**config.mk**
```make
export PLATFORM = sky130hd
export DESIGN_NAME = pbs_sequencer
export DESIGN_NICKNAME = d
export VERILOG_FILES = /design/src/pbs_pkg.sv /design/src/pbs_sequencer.sv /design/src/pbs_sync_filter.sv
export SDC_FILE = /design/constraint.sdc
export NUM_CORES = 1
export LEC_CHECK = 0
export ABC_AREA = 1
export ABC_CLOCK_PERIOD_IN_PS = 2400
export BUFFER_PORTS_ARGS = -buffer_cell sky130_fd_sc_hd__buf_2
export CORE_UTILIZATION = 30
export CTS_CLUSTER_SIZE = 12
export DETAILED_ROUTE_END_ITERATION = 8
export GPL_ROUTABILITY_DRIVEN = 0
export PLACE_DENSITY_LB_ADDON = 0.25
export SKIP_CTS_REPAIR_TIMING = 1
export SLEW_MARGIN = 20
export SYNTH_ARGS = -nofsm -noshare
export SYNTH_HDL_FRONTEND = slang
export SYNTH_SLANG_ARGS = --single-unit
export TNS_END_PERCENT = 100
```
**constraint.sdc**
```tcl
create_clock -name clk -period 2.4 [get_ports clk]
set_input_delay 0.12 -clock clk [delete_from_list [all_inputs] [get_ports clk]]
set_output_delay 0.12 -clock clk [all_outputs]
set_load 0.02 [all_outputs]
```
**src/pbs_pkg.sv**
```systemverilog
/*
 pbs_pkg: timing constants and state encoding for the push-button
 power sequencer. Assumes a 100 MHz system clock.
*/
package pbs_pkg;
	// clock rate in kHz, timer tick period
	localparam int unsigned CLK_KHZ = 100000;
	localparam int unsigned TICK_US = 1000;
	localparam int unsigned TICK_CYCLES = CLK_KHZ * TICK_US / 1000;
	// interval lengths in ms, counted in 1 ms ticks
	localparam int unsigned ON_DEBOUNCE_MS = 128;
	localparam int unsigned BLANK_MS = 512;
	localparam int unsigned OFF_DEBOUNCE_MS = 32;
	localparam int unsigned FAILSAFE_MS = 128;
	localparam int unsigned LOCKOUT_MS = 256;
	localparam int unsigned RELEASE_MS = 32;
	// acknowledge glitch filter, least time rounds up
	localparam int unsigned ACK_FILTER_NS = 30000;
	localparam int unsigned ACK_FILTER_CYCLES = (ACK_FILTER_NS + 9) / 10;
	localparam int unsigned TIMER_W = 16;

	// sequencer states, gray along the normal path
	typedef enum logic [2:0] {
		PBS_IDLE = 3'b000,
		PBS_ON_DEB = 3'b001,
		PBS_BLANK = 3'b011,
		PBS_REL_DEB = 3'b010,
		PBS_RUN = 3'b110,
		PBS_OFF_DEB = 3'b111,
		PBS_FAILSAFE = 3'b101,
		PBS_LOCKOUT = 3'b100
	} pbs_state_t;
endpackage

```
**src/pbs_sequencer.sv**
```systemverilog
/*
 pbs_sequencer: push-button on/off power sequencer with processor
 shutdown handshake. Assumes the button and acknowledge pins are
 asynchronous and pulled up outside; one 100 MHz clock.
*/
// Behaviour
// - After reset, enable is released and power-down request inactive.
// - Enable asserts only after button held low 128 ms while off.
// - Any high on the button restarts a running turn-on or turn-off debounce.
// - After enable, ignore acknowledge and button for 512 ms.
// - Acknowledge still low when blanking ends releases the enable.
// - After blanking, button release debounced 32 ms before off monitoring.
// - Turn-off press needs 32 ms continuous low plus extra count.
// - With zero extra count turn-off debounce is 32 to 33 ms.
// - A valid turn-off press drives the power-down request low.
// - Failsafe of 128 ms plus extension releases enable on expiry.
// - Acknowledge low during failsafe releases enable at once.
// - Acknowledge low any time after blanking releases the enable.
// - After button turn-off, release debounced 32 ms before idle takes a new press.
// - A parameter selects active-high or active-low enable.
// - Power-down request is open drain: pulls low or floats.
// - After enable release, ignore the button for 256 ms.
// - Acknowledge low shorter than 30 us is filtered out, except at blanking end.
`timescale 1ns/1ns
`default_nettype none
module pbs_sequencer #(
	parameter bit ENABLE_ACTIVE_HIGH = 1'b1, // enable polarity
	parameter int unsigned TICK_CYCLES = pbs_pkg::TICK_CYCLES,
	parameter int unsigned off_debounce_extend = 0, // extra 1 ms ticks
	parameter int unsigned ack_timeout_extend = 0 // extra 1 ms ticks
) (
	input wire logic clk, // system clock
	input wire logic rst, // synchronous reset, active high
	input wire logic push_button_n, // button pin, low = pressed
	input wire logic shutdown_ack_n, // processor done, low active
	output logic power_enable, // enable pin level, polarity by parameter
	output logic power_down_request_n_out, // always low when driven
	output logic power_down_request_n_oe, // high while pulling low
	output logic powerOn // internal enable state
);
	localparam int unsigned TW = pbs_pkg::TIMER_W;
	// one tick more than the interval: the tick phase runs free, so the
	// first tick may come at once and N+1 ticks still give N full ones
	localparam logic [TW-1:0] ON_LEN = TW'(pbs_pkg::ON_DEBOUNCE_MS + 1);
	localparam logic [TW-1:0] BLANK_LEN = TW'(pbs_pkg::BLANK_MS + 1);
	localparam logic [TW-1:0] OFF_LEN =
		TW'(pbs_pkg::OFF_DEBOUNCE_MS + off_debounce_extend + 1);
	localparam logic [TW-1:0] FAIL_LEN =
		TW'(pbs_pkg::FAILSAFE_MS + ack_timeout_extend + 1);
	localparam logic [TW-1:0] LOCK_LEN = TW'(pbs_pkg::LOCKOUT_MS + 1);
	localparam logic [TW-1:0] REL_LEN = TW'(pbs_pkg::RELEASE_MS + 1);

	pbs_pkg::pbs_state_t state;
	logic button;
	logic ackRaw;
	logic ackLow;
	logic [$clog2(TICK_CYCLES+1)-1:0] divCount;
	logic tick;
	logic [TW-1:0] timer;
	logic requestActive;
	logic releasePending;
	logic [TW-1:0] relTimer;

	////////////////////////////////////////////////////////////////
	// input conditioning
	pbs_sync_filter #(.LOW_CYCLES(1)) uButton (
		.clk(clk),
		.rst(rst),
		.asyncIn(push_button_n),
		.syncOut(button),
		.lowQual()
	);

	// acknowledge must stay low the filter time before it counts
	pbs_sync_filter #(.LOW_CYCLES(pbs_pkg::ACK_FILTER_CYCLES)) uAck (
		.clk(clk),
		.rst(rst),
		.asyncIn(shutdown_ack_n),
		.syncOut(ackRaw),
		.lowQual(ackLow)
	);

	////////////////////////////////////////////////////////////////
	// 1 ms tick divider
	always_ff @(posedge clk)
	begin
		if (rst || tick)
			divCount <= '0;
		else
			divCount <= divCount + 1'b1;
	end
	assign tick = divCount == ($bits(divCount))'(TICK_CYCLES - 1);

	////////////////////////////////////////////////////////////////
	// main sequencer; timer counts ticks and is cleared on entry
	always_ff @(posedge clk)
	begin
		if (rst)
		begin
			state <= pbs_pkg::PBS_IDLE;
			timer <= '0;
		end
		else
		begin
			unique case (state)
			pbs_pkg::PBS_IDLE:
			begin
				timer <= '0;
				// a button still held from turn-off is no new press
				if (!button && !releasePending)
					state <= pbs_pkg::PBS_ON_DEB;
			end
			pbs_pkg::PBS_ON_DEB:
			begin
				if (button)
					state <= pbs_pkg::PBS_IDLE;
				else if (timer == ON_LEN)
				begin
					state <= pbs_pkg::PBS_BLANK;
					timer <= '0;
				end
				else if (tick)
					timer <= timer + 1'b1;
			end
			// inputs ignored while converter and processor start
			pbs_pkg::PBS_BLANK:
			begin
				if (timer == BLANK_LEN)
				begin
					timer <= '0;
					if (!ackRaw)
						state <= pbs_pkg::PBS_LOCKOUT;
					else
						state <= pbs_pkg::PBS_REL_DEB;
				end
				else if (tick)
					timer <= timer + 1'b1;
			end
			// button must read released for 32 ms before arming
			pbs_pkg::PBS_REL_DEB:
			begin
				if (ackLow)
				begin
					state <= pbs_pkg::PBS_LOCKOUT;
					timer <= '0;
				end
				else if (!button)
					timer <= '0;
				else if (timer == REL_LEN)
				begin
					state <= pbs_pkg::PBS_RUN;
					timer <= '0;
				end
				else if (tick)
					timer <= timer + 1'b1;
			end
			pbs_pkg::PBS_RUN:
			begin
				timer <= '0;
				if (ackLow)
					state <= pbs_pkg::PBS_LOCKOUT;
				else if (!button)
					state <= pbs_pkg::PBS_OFF_DEB;
			end
			pbs_pkg::PBS_OFF_DEB:
			begin
				if (ackLow)
				begin
					state <= pbs_pkg::PBS_LOCKOUT;
					timer <= '0;
				end
				else if (button)
					state <= pbs_pkg::PBS_RUN;
				else if (timer == OFF_LEN)
				begin
					state <= pbs_pkg::PBS_FAILSAFE;
					timer <= '0;
				end
				else if (tick)
					timer <= timer + 1'b1;
			end
			// processor housekeeping window, bounded by failsafe
			pbs_pkg::PBS_FAILSAFE:
			begin
				if (ackLow || timer == FAIL_LEN)
				begin
					state <= pbs_pkg::PBS_LOCKOUT;
					timer <= '0;
				end
				else if (tick)
					timer <= timer + 1'b1;
			end
			// button ignored so the rail can decay fully
			pbs_pkg::PBS_LOCKOUT:
			begin
				if (timer == LOCK_LEN)
				begin
					state <= pbs_pkg::PBS_IDLE;
					timer <= '0;
				end
				else if (tick)
					timer <= timer + 1'b1;
			end
			endcase
		end
	end

	////////////////////////////////////////////////////////////////
	// release debounce after a button turn-off; runs beside lockout
	always_ff @(posedge clk)
	begin
		if (rst)
		begin
			releasePending <= 1'b0;
			relTimer <= '0;
		end
		else if (state == pbs_pkg::PBS_OFF_DEB && timer == OFF_LEN &&
			!ackLow && !button)
		begin
			releasePending <= 1'b1;
			relTimer <= '0;
		end
		else if (releasePending)
		begin
			if (!button)
				relTimer <= '0;
			else if (relTimer == REL_LEN)
				releasePending <= 1'b0;
			else if (tick)
				relTimer <= relTimer + 1'b1;
		end
	end

	////////////////////////////////////////////////////////////////
	// outputs from flops; request held only through failsafe wait
	always_ff @(posedge clk)
	begin
		if (rst)
		begin
			powerOn <= 1'b0;
			requestActive <= 1'b0;
		end
		else
		begin
			powerOn <= state == pbs_pkg::PBS_BLANK ||
				state == pbs_pkg::PBS_REL_DEB ||
				state == pbs_pkg::PBS_RUN ||
				state == pbs_pkg::PBS_OFF_DEB ||
				state == pbs_pkg::PBS_FAILSAFE;
			requestActive <= state == pbs_pkg::PBS_FAILSAFE;
		end
	end

	// enable polarity is a build option; the request only ever pulls low
	assign power_enable = ENABLE_ACTIVE_HIGH ? powerOn : !powerOn;
	assign power_down_request_n_out = 1'b0;
	assign power_down_request_n_oe = requestActive;
endmodule
`default_nettype wire

```
**src/pbs_sync_filter.sv**
```systemverilog
/*
 pbs_sync_filter: two-flop synchroniser followed by an optional
 low-level qualifier. Assumes the input is asynchronous to clk.
*/
`timescale 1ns/1ns
`default_nettype none
module pbs_sync_filter #(
	parameter int unsigned LOW_CYCLES = 1
) (
	input wire logic clk, // system clock
	input wire logic rst, // synchronous reset, active high
	input wire logic asyncIn, // raw pin level
	output logic syncOut, // synchronised level
	output logic lowQual // low held for LOW_CYCLES
);
	logic meta;
	logic [$clog2(LOW_CYCLES+1):0] lowCount;

	// resets high: idle level of both active-low inputs
	always_ff @(posedge clk)
	begin
		if (rst)
		begin
			meta <= 1'b1;
			syncOut <= 1'b1;
		end
		else
		begin
			meta <= asyncIn;
			syncOut <= meta;
		end
	end

	// short low pulses never reach the qualifier output
	always_ff @(posedge clk)
	begin
		if (rst || syncOut)
		begin
			lowCount <= '0;
			lowQual <= 1'b0;
		end
		else if (lowCount < ($bits(lowCount))'(LOW_CYCLES))
		begin
			lowCount <= lowCount + 1'b1;
			lowQual <= (lowCount + 1'b1) >= ($bits(lowCount))'(LOW_CYCLES);
		end
	end
endmodule
`default_nettype wire

```
After elaboration in Yosys (flattened, before gate mapping)
Cells that the tools add are included.
- input port bits: 4
- flip-flop bits (word level): 73
- output and inout bits: 4
- equal/unequal tests: 26
- reductions and logical operators: 20
- multiplexer cells: 35
- add/sub/neg operators: 4
- magnitude comparators: 2
- operator list (kind ; number):
    16-bit two-way mux ; 14
    16-bit case mux with 7 select lines ; 1
    3-bit two-way mux ; 15
    16-bit by 1-bit adder with 16-bit output (second input constant) ; 2
    16-bit by 6-bit equality test with 1-bit output (second input constant) ; 2
    3-bit case mux with 8 select lines ; 1
    17-bit by 1-bit adder with 17-bit output (second input constant) ; 1
    17-bit equality test (second input constant) ; 1
    16-bit by 10-bit equality test with 1-bit output (second input constant) ; 1
    16-bit by 8-bit equality test with 1-bit output (second input constant) ; 1
    16-bit by 9-bit equality test with 1-bit output (second input constant) ; 1
    2-bit inequality test (second input constant) ; 7
    13-bit by 1-bit adder with 13-bit output (second input constant) ; 1
    13-bit by 12-bit greater-or-equal comparator with 1-bit output (second input constant) ; 1
    13-bit by 12-bit < comparator with 1-bit output (second input constant) ; 1
    3-bit equality test (second input constant) ; 4
    3-bit by 2-bit inequality test with 1-bit output (second input constant) ; 4
    9-bit AND reduction ; 1
    1-bit logical OR ; 7
    3-bit by 2-bit equality test with 1-bit output (second input constant) ; 2
    1-bit logical AND ; 4
    1-bit two-way mux ; 4
    4-bit by 2-bit inequality test with 1-bit output (second input constant) ; 1
    2-bit OR reduction ; 2
    6 further kinds ; 8

Longest topological paths before layout
- word-level depth: 6
- gate-level depth with buffers: 14
- depth with buffers taken out: 13

Cells and area by module
From an unflattened synthesis, not the netlist that was laid out.
- cells, all modules: 683
- area, all modules: 4585.6 µm²
- by module, submodules not included (module ; seq. area each (µm²) ; times used ; cells an instance ; area an instance (µm²)):
    pbs_sequencer ; 1101.1 ; 1 ; 528 ; 3510.9
    pbs_sync_filter at uAck ; 320.3 ; 1 ; 128 ; 867.1
    pbs_sync_filter at uButton ; 100.1 ; 1 ; 27 ; 207.7

Least setup slack after synthesis
No wires, ideal clock.
- path kind: register -> register
- from: register divCount[0]
- to: register relTimer[3]
- setup slack: 851 ps
- stages on the path, launching flop included: 11
- library setup time: 116 ps
- required time: 2284 ps
- data arrival time: 1433 ps
- period minus slack after synthesis: 1549 ps
- cells stage by stage: dfxtp_1 -> ha_1 -> nand3_1 -> nor2_1 -> nand3_2 -> nand2_2 -> nand2_4 -> buf_6 -> buf_8 -> nor3_2 -> nor2_1
- longest elaborated chain between the ends: 3
- ends and longest elaborated chain (what ; line ; source):
    start: declaration ; pbs_sequencer.sv:57 ; logic [$clog2(TICK_CYCLES+1)-1:0] divCount;
    start signal: assignment ; pbs_sequencer.sv:90 ; divCount <= divCount + 1'b1;
    17-bit equality test ; pbs_sequencer.sv:92 ; assign tick = divCount == ($bits(divCount))'(TICK_CYCLES - 1);
    2-bit inequality test (no source line) ; n/a ;
    3-bit AND reduction (no source line) ; n/a ;
    end signal: assignment ; pbs_sequencer.sv:230 ; relTimer <= relTimer + 1'b1;
    end: declaration ; pbs_sequencer.sv:62 ; logic [TW-1:0] relTimer;
No other way between the ends.
A chain may end at the register's enable or synchronous reset.

Final worst setup path
- from: register divCount[0]
- to: register relTimer[9]
The elaborated chain is that of the path after synthesis.

==> results.json <==
{
  "grt_setup_unrepaired": "false",
  "cts_buffers": 9,
  "path_class": "flip-flop to flip-flop",
  "vias": 3894,
  "pwr_density_cell_nw_per_um2": 578,
  "cp.arrival_ps": 2140,
  "die_w_um": 122,
  "synth_cell_types": 40,
  "dpl.hpwl_um": 6930,
  "hold_viol_final": 0,
  "yosys_warnings": 0,
  "mappedNetlistArea_sq_um": 4300,
  "grt_pass1_vias": 3550,
  "cp-start-kind": "flip-flop",
  "ios": 8,
  "cts.clk_slew.worst_paths_ps": 60,
  "grt_pass1_wl_um": 16100,
  "fin_worst_skew_ps": 8.38,
  "r2r_slack_ps": 540,
  "clockRootBuffer": "clkbuf_16",
  "fmax_mhz": 538,
  "worstRegToRegCells": 11,
  "rows": 43,
  "yosysTopAreaCell": "dfxtp_1",
  "crit_fanout": 20,
  "switching_power_mw": 0.647,
  "dr.pass1.iters": 4,
  "min_from": "rst",
  "initialDrtViolationCount": 168,
  "portBuffers": 6,
  "cts_max_level": 3,
  "die_h_um": 122,
  "yosys-top-cells-count": "nand2_1, nor2_1, inv_1",
  "p_sw_share_pct": 23.2,
  "finalSetupTns_ps": 0,
  "diodes": 0,
  "die_area_sq_um": 14800,
  "fin_cells": 844,
  "crit_required_ps": 2680,
  "hold_path_class": "primary input to flip-flop",
  "avgSynthCellArea_sq_um": 6.62,
  "seqPwrFrac_pct": 44.4,
  "wire_per_inst_um": 11.1,
  "routed_wl_um": 9360,
  "grt_max_degree": 21,
  "drive_gt1_share_pct": 12.3,
  "min_period_ps": 1860,
  "core_area_sq_um": 13900,
  "synth_cells": 650,
  "cts.sinks": 73,
  "vdd_drop_max_v": 0.000430,
  "grt-ovfl-total": 0,
  "syn-num-nets": 660,
  "synth_edf_count": 0,
  "slew_viol_final": 0,
  "layout.nets": 669,
  "yosys_most_used_dff": "dfxtp_1",
  "cts_buffer_depth": 2,
  "synthArstFlopShare_pct": 0,
  "initial_core_util_pct": 30.9,
  "crit_path_end_kind": "flip-flop",
  "pwr-share-clk_pct": 50.1,
  "r2r-end": "relTimer[9]$_SDFFE_PP0P_",
  "cap_violations": 0,
  "clock_latency_ps": 340,
  "finalCritPeriodShare_pct": 77.5,
  "ys_ff_latch": 73,
  "outcome": "completed",
  "leakagePower_nw": 1.85,
  "finalSetupViolations": 0,
  "intPower_mw": 2.14,
  "antenna_found_initial": 0,
  "drc": 0,
  "r2r-start": "divCount[0]$_SDFF_PP0_",
  "comb_power_share_pct": 5.6,
  "synth.top_cell.area_share_pct": 34.0,
  "nFillCells": 1487,
  "cts_tree": "done",
  "track_usage_pct": 13.8,
  "ys_seq_area_share_pct": 34.0,
  "ant_nets": 0,
  "hold_depth": 2,
  "vias_per_cell": 4.61,
  "synth_area_leaders": "dfxtp_1, nand2_1, nor2_1",
  "hold_path_end": "power_down_request_n_oe$_SDFF_PP0_",
  "placedCellCount": 826,
  "area_growth_pct": 11.9,
  "yosysMostFrequentCell": "nand2_1"
}
==> final cells by class <==
type / count / area (sq um) / share of cell area (%)
multi-input cells: 477 / 2420 / 50.3
flip-flops and latches: 73 / 1460 / 30.4
inverters: 87 / 327 / 6.78
clock buffers: 13 / 260 / 5.41
well taps: 180 / 225 / 4.68
repair buffers: 11 / 72.6 / 1.51
clock inverters: 3 / 47.5 / 0.988
==> power by group through the flow <==
stage	sequential (mW)	combinational, mW	clock [mW]
after floorplan	1.25	0.127	0
after global placement	1.26	0.152	0
after detailed placement	1.26	0.153	0
after CTS	1.23	0.154	1.45
after global routing	1.24	0.172	1.49
final	1.24	0.155	1.39
==> how the worst max path moves through the flow <==
stage,startpoint,to,slack (ps),depth (start not counted)
finish,divCount[0]$_SDFF_PP0_,relTimer[9]$_SDFFE_PP0P_,540,11
global route,divCount[0]$_SDFF_PP0_,relTimer[9]$_SDFFE_PP0P_,290,11
CTS,divCount[0]$_SDFF_PP0_,relTimer[9]$_SDFFE_PP0P_,510,11
detailed placement,divCount[0]$_SDFF_PP0_,relTimer[9]$_SDFFE_PP0P_,520,11
global placement,divCount[0]$_SDFF_PP0_,relTimer[9]$_SDFFE_PP0P_,580,11
floorplan,divCount[0]$_SDFF_PP0_,relTimer[3]$_SDFFE_PP0P_,850,10
==> registers in the layout (all words and copies together), names as in the netlist <==
signal / count
uAck.meta: 1
relTimer: 16
uAck.syncOut: 1
releasePending: 1
uAck.lowCount: 13
power_down_request_n_oe: 1
powerOn: 1
divCount: 17
uButton.syncOut: 1
uAck.lowQual: 1
uButton.meta: 1
timer: 16
state: 3
==> through the flow <==
step | setup slack [ps] | util, % | hold WS [ps] | power (mW) | cell area (sq um)
after floorplan | 851 | - | 224 | 1.38 | 4300
after global placement | 581 | 32.2 | 308 | 1.41 | 4490
after detailed placement | 523 | 32.2 | 304 | 1.41 | 4490
after CTS | 511 | 34.4 | -63.7 | 2.84 | 4790
after global routing | 294 | 34.6 | 175 | 2.90 | 4810
final | 540 | 34.6 | 139 | 2.78 | 4810
==> placed cells by master, fill, tap and decap left out, drive strengths merged, types with 4 or more instances in the layout <==
master | netlist | routed
a21oi | 36 | 36
buf | 12 | 9
clkbuf | 1 | 13
dfxtp | 73 | 73
ha | 6 | 6
inv | 85 | 86
nand2 | 174 | 174
nand3 | 51 | 51
nand4 | 15 | 15
nor2 | 111 | 111
nor3 | 21 | 21
o21ai | 20 | 20
or2 | 4 | 4
xor2 | 23 | 23
==> cells by family after synthesis <==
logic type	after synthesis	synth area share, %
flip-flops	73	34.0
buffers and inverters	100	9.80
other	1	0.0871
AND/OR/NAND/NOR	382	41.0
adder cells (fa/ha/maj)	6	1.74
XOR/XNOR	26	5.29
AO/OA/AOI/OAI	62	8.11
==> routing by layer <==
| metal | wire (um) | part of all wire, % | vias to the layer above | global-route usage [%] |
|---|---|---|---|---|
| met3 | 321 | 3.4 | 11 | 3.84 |
| met5 | 0 | 0 | - | 0 |
| met2 | 4110 | 44 | 41 | 21.0 |
| li1 | - | - | 2078 | - |
| met1 | 4780 | 51 | 1764 | 18.0 |
| met4 | 156 | 1.7 | 0 | 6.17 |
==> critical path, stage by stage, from the launching register on <==
cell	delay [ps]
dfxtp_1	350
ha_1	190
nand3_1	160
nor2_1	170
nand3_2	140
nand2_2	100
nand2_4	150
inv_2	230
nand2_1	100
nand2_1	70
nand2_1	40
nor2_1	80
Note: power is estimated with default switching activity, not from simulation.
